===== src/hw/acrf_map.vh =====
// Register map, field positions and counts of the converter control block
`ifndef ACRF_MAP_VH
`define ACRF_MAP_VH

// ****************************************************************
// Register byte offsets
// ****************************************************************
`define ACRF_OFS_CTRL     8'h00
`define ACRF_OFS_DIV      8'h04
`define ACRF_OFS_RESULT   8'h08
`define ACRF_OFS_IRQ      8'h0C
`define ACRF_OFS_STATUS   8'h10

// ****************************************************************
// Control register fields
// ****************************************************************
`define ACRF_CTRL_ON      0
`define ACRF_CTRL_GO      1
`define ACRF_CTRL_CS      2
`define ACRF_CTRL_IC      3
`define ACRF_CTRL_FM_LO   4
`define ACRF_CTRL_FM_HI   5
`define ACRF_CTRL_W       6
`define ACRF_CTRL_RST     6'h00

// ****************************************************************
// Interrupt flag and enable register fields
// ****************************************************************
`define ACRF_IRQ_FLAG     0
`define ACRF_IRQ_IE       1
`define ACRF_IRQ_PERIPHERAL_IRQ_ENABLE     2
`define ACRF_IRQ_GIE      3

// ****************************************************************
// Status register fields
// ****************************************************************
`define ACRF_ST_BUSY      0
`define ACRF_ST_CS_ACT    1
`define ACRF_ST_SW_RES    2

// ****************************************************************
// Widths, reset values and counts
// ****************************************************************
`define ACRF_DIV_W        6
`define ACRF_DIV_RST      6'h01
`define ACRF_RES_W        12
`define ACRF_CONV_TICKS   4'hE
`define ACRF_SW_SHIFT     3
`define ACRF_TC_MAX       12'h7FE
`define ACRF_TC_MIN       12'h801
`define ACRF_TC_NEG_END   12'h800
`define ACRF_SM_MAX       11'h7FF

`endif


===== src/hw/acrf_top.v =====
// Converter control: clock select, completion flag, wake and result format
`timescale 1ns/10ps
`default_nettype none
`include "acrf_map.vh"

module acrf_top (
   input wire CLOCK,                        // System clock, 100 MHz
   input wire RESET,                        // Synchronous reset, active high
   input wire WB_CYC_I,                     // Wishbone cycle
   input wire WB_STB_I,                     // Wishbone strobe
   input wire WB_WE_I,                      // Wishbone write enable
   input wire [7:0] WB_ADR_I,               // Wishbone byte address
   input wire [3:0] WB_SEL_I,               // Wishbone byte selects
   input wire [31:0] WB_DAT_I,              // Wishbone write data
   output reg [31:0] WB_DAT_O,              // Wishbone read data
   output reg WB_ACK_O,                     // Wishbone acknowledge
   input wire RC_CLK_IN,                    // Internal RC oscillator level
   input wire SLEEP_IN,                     // Core is in sleep
   input wire [11:0] FE_DATA,               // Front end converted code
   output reg CONV_CLK_O,                   // Selected conversion clock
   output reg CONV_START_O,                 // Conversion start pulse
   output reg CONV_BUSY_O,                  // Conversion in progress
   output reg WAKE_O,                       // Wake request to core
   output reg IRQ_O                         // Vectored interrupt request
);

   // ****************************************************************
   // Registers
   // ****************************************************************
   reg [`ACRF_CTRL_W-1:0] ctrl_sw_r;
   reg [`ACRF_CTRL_W-1:0] ctrl_act_r;
   reg [`ACRF_DIV_W-1:0] div_r;
   reg [15:0] result_r;
   reg sw_res_r;
   reg flag_r;
   reg ie_r;
   reg peripheral_irq_enable_r;
   reg gie_r;
   reg go_pend_r;
   reg busy_r;
   reg [3:0] tick_cnt_r;
   reg rc_s1_r;
   reg rc_s2_r;
   reg rc_s3_r;
   reg rc_lvl_r;
   reg rc_tick_r;

   wire div_clk;
   wire div_tick;
   wire [15:0] fmt_res;
   wire wb_req;
   wire wr;
   wire [15:0] wdat;
   wire done;
   wire start;
   wire act_cs;
   wire act_on;
   wire conv_tick;
   // Bus write strobes, decoded once
   wire wr_ctrl;
   wire wr_div;
   wire wr_res;
   wire wr_irq;
   wire go_wr;
   wire flag_clr;
   wire [1:0] res_lane_we;
   reg [15:0] res_rd;
   reg [31:0] rd_nxt;

   assign wb_req = WB_CYC_I & WB_STB_I & ~WB_ACK_O;
   assign wr = wb_req & WB_WE_I;
   assign wdat = WB_DAT_I[15:0];
   assign act_cs = ctrl_act_r[`ACRF_CTRL_CS];
   assign act_on = ctrl_act_r[`ACRF_CTRL_ON];

   // ****************************************************************
   // Bus write decode
   // ****************************************************************
   assign wr_ctrl = wr & WB_SEL_I[0] & (WB_ADR_I == `ACRF_OFS_CTRL);
   assign wr_div = wr & WB_SEL_I[0] & (WB_ADR_I == `ACRF_OFS_DIV);
   assign wr_res = wr & (WB_ADR_I == `ACRF_OFS_RESULT);
   assign wr_irq = wr & WB_SEL_I[0] & (WB_ADR_I == `ACRF_OFS_IRQ);
   assign go_wr = wr_ctrl & wdat[`ACRF_CTRL_GO];
   assign flag_clr = wr_irq & wdat[`ACRF_IRQ_FLAG];

   // Each byte lane of the result pair has its own write strobe
   genvar lane;
   generate
      for (lane = 0; lane < 2; lane = lane + 1) begin : g_res_lane
         assign res_lane_we[lane] = wr_res & WB_SEL_I[lane];
      end
   endgenerate

   // ****************************************************************
   // Clock sources
   // ****************************************************************
   acrf_clkdiv u_div (
      .clk(CLOCK),
      .rst(RESET),
      .div(div_r),
      .conv_clk_r(div_clk),
      .tick_r(div_tick)
   );

   // RC level caught by three stages, accepted when last two agree
   always @(posedge CLOCK) begin
      if (RESET) begin
         rc_s1_r <= 1'b0;
         rc_s2_r <= 1'b0;
         rc_s3_r <= 1'b0;
         rc_lvl_r <= 1'b0;
         rc_tick_r <= 1'b0;
      end else begin
         rc_s1_r <= RC_CLK_IN;
         rc_s2_r <= rc_s1_r;
         rc_s3_r <= rc_s2_r;
         if (rc_s2_r == rc_s3_r)
            rc_lvl_r <= rc_s3_r;
         rc_tick_r <= (rc_s2_r == rc_s3_r) & rc_s3_r & ~rc_lvl_r;
      end
   end

   // System-derived ticks halt in sleep; RC ticks keep running
   assign conv_tick = act_cs ? rc_tick_r : (div_tick & ~SLEEP_IN);

   // ****************************************************************
   // Control shadow and conversion sequence
   // ****************************************************************
   assign start = go_pend_r & act_on & ~busy_r & (~act_cs | rc_tick_r);
   assign done = busy_r & conv_tick & (tick_cnt_r == `ACRF_CONV_TICKS);

   always @(posedge CLOCK) begin
      if (RESET) begin
         ctrl_act_r <= `ACRF_CTRL_RST;
         go_pend_r <= 1'b0;
         busy_r <= 1'b0;
         tick_cnt_r <= 4'h0;
         CONV_START_O <= 1'b0;
         CONV_BUSY_O <= 1'b0;
         CONV_CLK_O <= 1'b0;
      end else begin
         if (!act_cs || rc_tick_r)
            ctrl_act_r <= ctrl_sw_r;
         // GO stays pending until it starts a conversion or the software ON bit is cleared
         if (go_wr)
            go_pend_r <= 1'b1;
         else if (start || !ctrl_sw_r[`ACRF_CTRL_ON])
            go_pend_r <= 1'b0;
         if (start) begin
            busy_r <= 1'b1;
            tick_cnt_r <= 4'h0;
         end else if (done) begin
            busy_r <= 1'b0;
         end else if (busy_r && conv_tick) begin
            tick_cnt_r <= tick_cnt_r + 4'h1;
         end
         CONV_START_O <= start;
         CONV_BUSY_O <= start | (busy_r & ~done);
         CONV_CLK_O <= act_cs ? rc_lvl_r : div_clk;
      end
   end

   // ****************************************************************
   // Result formatting and storage
   // ****************************************************************
   acrf_fmt u_fmt (
      .raw(FE_DATA),
      .ic(ctrl_act_r[`ACRF_CTRL_IC]),
      .fm(ctrl_act_r[`ACRF_CTRL_FM_HI:`ACRF_CTRL_FM_LO]),
      .res(fmt_res)
   );

   always @(posedge CLOCK) begin
      if (RESET) begin
         result_r <= 16'h0000;
         sw_res_r <= 1'b0;
      end else if (done) begin
         result_r <= fmt_res;
         sw_res_r <= 1'b0;
      end else if (|res_lane_we) begin
         if (res_lane_we[0])
            result_r[7:0] <= wdat[7:0];
         if (res_lane_we[1])
            result_r[15:8] <= wdat[15:8];
         sw_res_r <= 1'b1;
      end
   end

   // Software-written value reads shifted in left justified formats
   always @* begin
      res_rd = result_r;
      if (sw_res_r && !ctrl_act_r[`ACRF_CTRL_FM_LO])
         res_rd = result_r << `ACRF_SW_SHIFT;
   end

   // ****************************************************************
   // Completion flag, enables, wake and interrupt
   // ****************************************************************
   // Set beats a software clear in the same cycle
   always @(posedge CLOCK) begin
      if (RESET)
         flag_r <= 1'b0;
      else if (done)
         flag_r <= 1'b1;
      else if (flag_clr)
         flag_r <= 1'b0;
   end

   always @(posedge CLOCK) begin
      if (RESET) begin
         ie_r <= 1'b0;
         peripheral_irq_enable_r <= 1'b0;
         gie_r <= 1'b0;
      end else if (wr_irq) begin
         ie_r <= wdat[`ACRF_IRQ_IE];
         peripheral_irq_enable_r <= wdat[`ACRF_IRQ_PERIPHERAL_IRQ_ENABLE];
         gie_r <= wdat[`ACRF_IRQ_GIE];
      end
   end

   // Wake needs no global enable; vectoring does
   always @(posedge CLOCK) begin
      if (RESET) begin
         WAKE_O <= 1'b0;
         IRQ_O <= 1'b0;
      end else begin
         WAKE_O <= SLEEP_IN & flag_r & ie_r & peripheral_irq_enable_r;
         IRQ_O <= flag_r & ie_r & peripheral_irq_enable_r & gie_r;
      end
   end

   // ****************************************************************
   // Wishbone slave
   // ****************************************************************
   always @* begin
      rd_nxt = 32'h00000000;
      case (WB_ADR_I)
         `ACRF_OFS_CTRL: begin
            rd_nxt[`ACRF_CTRL_W-1:0] = ctrl_sw_r;
            rd_nxt[`ACRF_CTRL_GO] = go_pend_r | busy_r;
         end
         `ACRF_OFS_DIV: rd_nxt[`ACRF_DIV_W-1:0] = div_r;
         `ACRF_OFS_RESULT: rd_nxt[15:0] = res_rd;
         `ACRF_OFS_IRQ: begin
            rd_nxt[`ACRF_IRQ_FLAG] = flag_r;
            rd_nxt[`ACRF_IRQ_IE] = ie_r;
            rd_nxt[`ACRF_IRQ_PERIPHERAL_IRQ_ENABLE] = peripheral_irq_enable_r;
            rd_nxt[`ACRF_IRQ_GIE] = gie_r;
         end
         `ACRF_OFS_STATUS: begin
            rd_nxt[`ACRF_ST_BUSY] = busy_r;
            rd_nxt[`ACRF_ST_CS_ACT] = act_cs;
            rd_nxt[`ACRF_ST_SW_RES] = sw_res_r;
         end
         default: rd_nxt = 32'h00000000;
      endcase
   end

   always @(posedge CLOCK) begin
      if (RESET) begin
         WB_ACK_O <= 1'b0;
         WB_DAT_O <= 32'h00000000;
         ctrl_sw_r <= `ACRF_CTRL_RST;
         div_r <= `ACRF_DIV_RST;
      end else begin
         WB_ACK_O <= wb_req;
         if (wb_req && !WB_WE_I)
            WB_DAT_O <= rd_nxt;
         if (wr && WB_SEL_I[0]) begin
            if (wr_ctrl) begin
               ctrl_sw_r <= wdat[`ACRF_CTRL_W-1:0];
               ctrl_sw_r[`ACRF_CTRL_GO] <= 1'b0;
            end
            if (wr_div)
               div_r <= wdat[`ACRF_DIV_W-1:0];
         end
      end
   end

endmodule // acrf_top
`default_nettype wire


===== src/hw/acrf_clkdiv.v =====
// System clock divider for the conversion clock, period 2*(n+1) clocks
`timescale 1ns/10ps
`default_nettype none
`include "acrf_map.vh"

module acrf_clkdiv (
   input wire clk,                          // System clock
   input wire rst,                          // Synchronous reset
   input wire [`ACRF_DIV_W-1:0] div,        // Divider setting n
   output reg conv_clk_r,                   // Divided clock level
   output reg tick_r                        // Pulse on each rising half
);

   reg [`ACRF_DIV_W-1:0] cnt_r;

   always @(posedge clk) begin
      if (rst) begin
         cnt_r <= {`ACRF_DIV_W{1'b0}};
         conv_clk_r <= 1'b0;
         tick_r <= 1'b0;
      end else if (cnt_r >= div) begin
         cnt_r <= {`ACRF_DIV_W{1'b0}};
         conv_clk_r <= ~conv_clk_r;
         tick_r <= ~conv_clk_r;
      end else begin
         cnt_r <= cnt_r + 1'b1;
         tick_r <= 1'b0;
      end
   end

endmodule // acrf_clkdiv
`default_nettype wire


===== src/hw/acrf_fmt.v =====
// Result justification and number format for the 12-bit converter
`timescale 1ns/10ps
`default_nettype none
`include "acrf_map.vh"

module acrf_fmt (
   input wire [`ACRF_RES_W-1:0] raw,        // Raw converter code
   input wire ic,                           // Input configuration, 1 differential
   input wire [1:0] fm,                     // Format select
   output reg [15:0] res                    // Formatted result pair
);

   reg [`ACRF_RES_W-1:0] tc;
   reg [10:0] mag;
   reg sgn;

   always @* begin
      tc = raw;
      if (raw == `ACRF_TC_NEG_END)
         tc = `ACRF_TC_MIN;
      else if (raw > `ACRF_TC_MAX && raw < `ACRF_TC_NEG_END)
         tc = `ACRF_TC_MAX;
      sgn = raw[`ACRF_RES_W-1];
      if (raw == `ACRF_TC_NEG_END)
         mag = `ACRF_SM_MAX;
      else if (sgn)
         mag = 11'h000 - raw[10:0];
      else
         mag = raw[10:0];
      if (!ic) begin
         if (!fm[0])
            res = {raw, 4'h0};
         else
            res = {4'h0, raw};
      end else begin
         case (fm)
            2'b00: res = {tc, 4'h0};
            2'b01: res = {{4{tc[`ACRF_RES_W-1]}}, tc};
            2'b10: res = {sgn, mag, 4'h0};
            default: res = {sgn, 4'h0, mag};
         endcase
      end
   end

endmodule // acrf_fmt
`default_nettype wire


===== config.mk =====
export PLATFORM = sky130hd
export DESIGN_NAME = acrf_top
export DESIGN_NICKNAME = d
export VERILOG_FILES = /design/src/hw/acrf_top.v /design/src/hw/acrf_clkdiv.v /design/src/hw/acrf_fmt.v
export VERILOG_INCLUDE_DIRS = /design/src /design/src/hw
export SDC_FILE = /design/constraint.sdc
export NUM_CORES = 1
export LEC_CHECK = 0
export ABC_AREA = 1
export ABC_CLOCK_PERIOD_IN_PS = 3400
export BUFFER_PORTS_ARGS = -buffer_cell sky130_fd_sc_hd__buf_2
export CAP_MARGIN = 20
export CELL_PAD_IN_SITES_DETAIL_PLACEMENT = 1
export CELL_PAD_IN_SITES_GLOBAL_PLACEMENT = 1
export CORE_MARGIN = 1
export CORE_UTILIZATION = 41
export CTS_CLUSTER_DIAMETER = 60
export DETAILED_ROUTE_END_ITERATION = 8
export PLACE_DENSITY_LB_ADDON = 0.1
export RECOVER_POWER = 100
export SYNTH_ARGS = -nofsm -noshare
export SYNTH_HDL_FRONTEND = slang
export SYNTH_SLANG_ARGS = --single-unit

===== constraint.sdc =====
create_clock -name CLOCK -period 3.4 [get_ports CLOCK]
set_input_delay 0.68 -clock CLOCK [delete_from_list [all_inputs] [get_ports CLOCK]]
set_output_delay 0.68 -clock CLOCK [all_outputs]
set_load 0.02 [all_outputs]

Yosys cells after proc, flatten, opt, wreduce, memory -nomap -nowiden
Cells that the tools add are included.

Register bits after elaboration: 78. Input bits: 63. Logic and storage cells: 134.

$add $sub $neg: 3. Order comparisons: 3. Eq/ne operators: 9. Multiplexer cells: 24. Bitwise logic cells: 38. Reduce and logical (&&, ||, !) cells: 29.

Operator list (count): $mux 16 (5); $pmux 16 s3 (1); $and 1x1->1 (27); $mux 12 (2); $mux 11 (2); $eq 8x4->1 const B (2); $mux 8 (2); $pmux 3 s5 (1); $eq 12x12->1 const B (1); $gt 12x11->1 const B (1); $lt 12x12->1 const B (1); $reduce_bool 2->1 (6); $sub 1x11->11 const A (1); $mux 10 (1); $reduce_and 2->1 (5); $reduce_or 2->1 (5); $eq 8x3->1 const B (1); $eq 8x5->1 const B (1); $logic_not 8->1 (1); $mux 1 (8); $not 1->1 (8); $add 6x1->6 const B (1); $ge 6x6->1 (1); $pmux 2 s3 (1); 11 further kinds (21).

Longest topological paths before layout
Depth in word-level cells: 8. Depth in mapped cells: 13. Mapped depth without buffers: 13.

By module
A second synthesis with hierarchy kept.

Cell total of the unflattened synthesis: 756. Area total of the unflattened synthesis: 4976.0 um^2.

By module, submodules not included: acrf_top (instances 1, cells an instance 494, area each 3483.3 um^2, seq. area each 1401.3 um^2); acrf_fmt (instances 1, cells an instance 201, area each 1004.7 um^2, seq. area each 0.0 um^2); acrf_clkdiv (instances 1, cells an instance 61, area each 488.0 um^2, seq. area each 160.2 um^2).

Worst setup path after synthesis
OpenSTA, ideal clock, no wires.

Path type: input to register. Start point: input FE_DATA[0]. End point: register result_r[6]. Library setup time: 0.067 ns. Arrival time: 1.906 ns. Required time: 3.333 ns. Slack: 1.427 ns. Cell stages on the path: 13. Cell sequence: inv_1 > ha_1 > nand3_4 > nor2_4 > nand3_4 > buf_6 > nand3_2 > nor2_1 > nor2_1 > nand2_1 > nand2_1 > nand2_1 > a21oi_2.

Cells in the longest elaborated chain, start to end: 7. Elaborated cells on any way between the ends: 12. Those cells by class: 1 x add/sub; 2 x order compare; 1 x eq/ne; 7 x mux; 1 x reduce/logical.

RTL lines: start: declaration (line acrf_top.v:19) `input wire [11:0] FE_DATA,`; $gt 12x11->1 (no line) or $lt 12x12->1 (tied branches); $logic_and 1x1->1 (no line); $mux 12 (line acrf_fmt.v:21) `` else if (raw > `ACRF_TC_MAX && raw < `ACRF_TC_NEG_END) ``; $mux 12 (line acrf_fmt.v:19) `` if (raw == `ACRF_TC_NEG_END) ``; $pmux 16 s3 * (line acrf_fmt.v:36) `case (fm)`; $mux 16 * (line acrf_fmt.v:30) `if (!ic) begin`; $mux 16 * (line acrf_top.v:177) `end else if (done) begin`; end signal: assignment (line acrf_top.v:178) `result_r <= fmt_res;`; end signal: assignment (line acrf_top.v:182) `result_r[7:0] <= wdat[7:0];`; end: declaration (line acrf_top.v:33) `reg [15:0] result_r;`.

Every way passes the cells marked *; elsewhere a longest branch is shown, timed or not. A chain may end at the register's enable or synchronous reset.

Worst setup path after layout
Start point: register ctrl_act_r[2]. End point: register result_r[6].

Cells in the longest elaborated chain, start to end: 5. Elaborated cells on any way between the ends: 7. Those cells by class: 2 x mux; 2 x bitwise; 3 x reduce/logical.

RTL lines: start: declaration (line acrf_top.v:31) `` reg [`ACRF_CTRL_W-1:0] ctrl_act_r; ``; start signal: assignment (line acrf_top.v:134) `` ctrl_act_r <= `ACRF_CTRL_RST; ``; start signal: assignment (line acrf_top.v:143) `ctrl_act_r <= ctrl_sw_r;`; $mux 1 * (line acrf_top.v:124) `assign conv_tick = act_cs ? rc_tick_r : (div_tick & ~SLEEP_IN);`; $and 1x1->1 * (2 in series) (line acrf_top.v:130) `` assign done = busy_r & conv_tick & (tick_cnt_r == `ACRF_CONV_TICKS); ``; $reduce_bool 2->1 (no line); $reduce_and 2->1 (no line).

Marks and branches as above.

==> impl_metrics.tcl <==
set metrics [dict create \
    setup_tns_ns 0 \
    layout_commonest_cell "nand2_1" \
    initial_core_util_pct 42.5 \
    syn_area_per_cell_um2 6.59 \
    grt_pass1_wl_um 23500 \
    drtIter0Drc 209 \
    skew_ns 0.00591 \
    nFillCells 1518 \
    ys.flop_type "dfxtp_1" \
    syn_area_um2 4650 \
    startpoint_type "flop" \
    ant_nets 0 \
    ios 101 \
    die_h_um 108 \
    max_slew.worst_pin.slew_ns 1.86 \
    clock_path_buffers 2 \
    grt_pass1_vias 4728 \
    fmax_ghz 0.388 \
    min_delay_path_depth 2 \
    critPathRequiredTime_ns 3.55 \
    period_needed_ns 2.58 \
    outcome "finished, violations left" \
    core_um2 10900 \
    routedWlPerCell_um 16.0 \
    r2r-start "ctrl_act_r[2]" \
    dp.cells 889 \
    yosys_register_bits 78 \
    clk_pin_slew_ns 0.06 \
    ir_drop_uv 321 \
    layout_worst_path_cycle_share_pct 75.8 \
    max_cap_viol_count 1 \
    antenna_found_initial 0 \
    finalSetupViolCount 0 \
    final_layout_size_suffix_gt1_share_pct 12.9 \
    synth_edf_count 0 \
    synth_cells 706 \
    gp_congestion 0.921 \
    regArea_um2 1560 \
    totalWireLength_um 14500 \
    arrival_ns 2.73 \
    die_w_um 108 \
    rows 38 \
    reg2reg_to "result_r[6]" \
    final_cell_mix "nand2_1 (179), dfxtp_1 (78), inv_1 (73)" \
    synth_seq_area_share_pct 33.6 \
    clock_sinks 78 \
    ff2ff_path_depth 10 \
    cts_tree "yes" \
    power.density_nw_per_um2 453 \
    htreeDepth 3 \
    yosysWarnings 0 \
    post-cts-setup-buffers 0 \
    r2r_slack_ns 0.82 \
    comb_power_share_pct 11.8 \
    routed_via_density 5.23 \
    n_antenna_cell 0 \
    hp-class "flop to flop" \
    overflow 0 \
    switching_share_pct 25.1 \
    drc_errors 0 \
    worstHoldEndpoint "rc_s2_r" \
    multi_input_area_um2 2560 \
    grt_max_degree 39 \
    critPathMaxFanout 18 \
    synth_cell_types 47 \
    p_switching_uw 602 \
    num_vias 4736 \
    critPathBufInv 3 \
    port_buffers 66 \
    crit_family "simple AND/OR/NAND/NOR gates" \
    leakage_nw 2.36 \
    finalHoldViolations 0 \
    max-slew-margin-rel_pct -24.2 \
    worst_path_largest_cell_delay_ns 0.55 \
    cp_slowest_cell "nor2_1" \
    grt.total_usage_pct 25.9 \
    drtPass1Iterations 4 \
    pwr-share-seq_pct 40.1 \
    final_nets 834 \
    synthArstFlopShare_pct 0 \
    drv_slew 39 \
    crit_path_end_kind "flop" \
    hold_buffers 0 \
    critPathKind "flop to flop" \
    clock_latency_ns 0.35 \
    post-dp-hpwl_um 10900 \
    numCtsBuffers 9 \
    root_buffer "clkbuf_16" \
    violations "capacitance limit, slew limit" \
    die-area_um2 11800 \
    hp-start "rc_s1_r" \
    layoutNonFillerInstCount 905 \
    ctsResizeCount 0 \
    p_int_mw 1.79 \
    cp_cell_sequence "inv_2 -> nor2_1 -> nor3_1 -> inv_1 -> nor2_8 -> nor2_1 -> inv_1 -> o21a_1 -> nand2_1 -> a21oi_2" \
    rsz0062_at_grt "no" \
    pwr-share-clk_pct 48.1 \
    syn_to_final_growth_pct 13.7 \
]
==> final cells by class <==
cell class                      instances  share of cell area [%]
Sequential cell                        78                    29.5
Tap cell                              140                    3.31
Clock inverter                          5                    1.96
Inverter                               83                    5.89
Clock buffer                           11                    4.78
Timing Repair Buffer                   70                    6.08
Multi-Input combinational cell        518                    48.4
==> per-stage QoR <==
stage | util, % | setup WS, ns | hold slack (ns) | power [mW] | cell area [um2]
floorplan | - | 1.43 | 0.388 | 1.18 | 4710
global placement | 45.6 | 0.931 | 0.391 | 1.24 | 4990
detailed placement | 45.6 | 0.852 | 0.413 | 1.26 | 4990
CTS | 48.9 | 1.18 | 0.425 | 2.41 | 5340
global route | 48.3 | 0.489 | 0.439 | 2.49 | 5290
finish | 48.3 | 0.822 | 0.419 | 2.39 | 5290
==> tightest hold or removal path: stages, from the launching register on <==
cell,delay [ns]
dfxtp_1,0.30
inv_1,0.05
nor2_1,0.03
==> worst max-delay path by stage <==
stage / from / end / slack (ns) / cells after the start
2_1_floorplan: FE_DATA[0] / result_r[6] / 1.43 / 13
3_3_place_gp: FE_DATA[0] / result_r[8] / 0.93 / 13
3_5_place_dp: SLEEP_IN / result_r[6] / 0.85 / 11
4_1_cts: ctrl_act_r[2] / result_r[6] / 1.18 / 10
5_1_grt: ctrl_act_r[2] / result_r[6] / 0.49 / 10
6_report: ctrl_act_r[2] / result_r[6] / 0.82 / 10
==> registers in the layout, summed over array words and instances (netlist names), 4 cells and up <==
register / flops
u_div.cnt_r: 6
WB_DAT_O: 16
ctrl_act_r: 5
ctrl_sw_r: 5
div_r: 6
result_r: 16
tick_cnt_r: 4
==> logic make-up (layout without fill, tap and decap cells) <==
kind of cell,count (synthesis),in the layout,share of synthesized area [%]
AND/OR/NAND/NOR,328,328,31.5
AO/OA/AOI/OAI,161,161,19.3
buffers and inverters,125,169,12.2
flip-flops,78,78,33.6
adder cells (fa/ha/maj),11,11,2.96
XOR/XNOR,2,2,0.377
other,1,16,0.0807
==> layer usage <==
layer	vias up	GRT usage, %	part of all wire [%]
li1	2389	-	-
met1	2238	31.7	46
met2	93	46.4	50
met3	16	4.58	3.3
met4	0	6.76	1.3
met5	-	0	0
==> power groups by stage <==
stage | sequential [mW] | combinational [mW] | clock (mW)
finish | 0.960 | 0.282 | 1.15
global route | 0.963 | 0.320 | 1.20
CTS | 0.959 | 0.287 | 1.17
detailed placement | 0.979 | 0.284 | 0
global placement | 0.978 | 0.267 | 0
floorplan | 0.980 | 0.198 | 0
==> Yosys cell counts (3+ instances only) <==
cell type	number	area (um2)
dfxtp_1	78	1560
ha_1	11	138
a211oi_1	3	22.5
or2_2	5	31.3
o22ai_1	9	56.3
buf_2	8	40.0
buf_4	19	143
nor2_1	66	248
o21a_1	7	52.6
nor2_2	9	56.3
a22oi_1	3	22.5
nand3_2	4	40.0
o21ai_1	10	50.1
o211ai_1	4	30.0
nand2_1	178	668
nand4_1	8	50.1
o21ai_0	46	230
inv_2	10	37.5
nand2_2	5	31.3
inv_1	72	270
clkbuf_1	12	45.0
a21oi_1	67	335
nand3_1	40	200
Power figures use the tool's default switching activity.
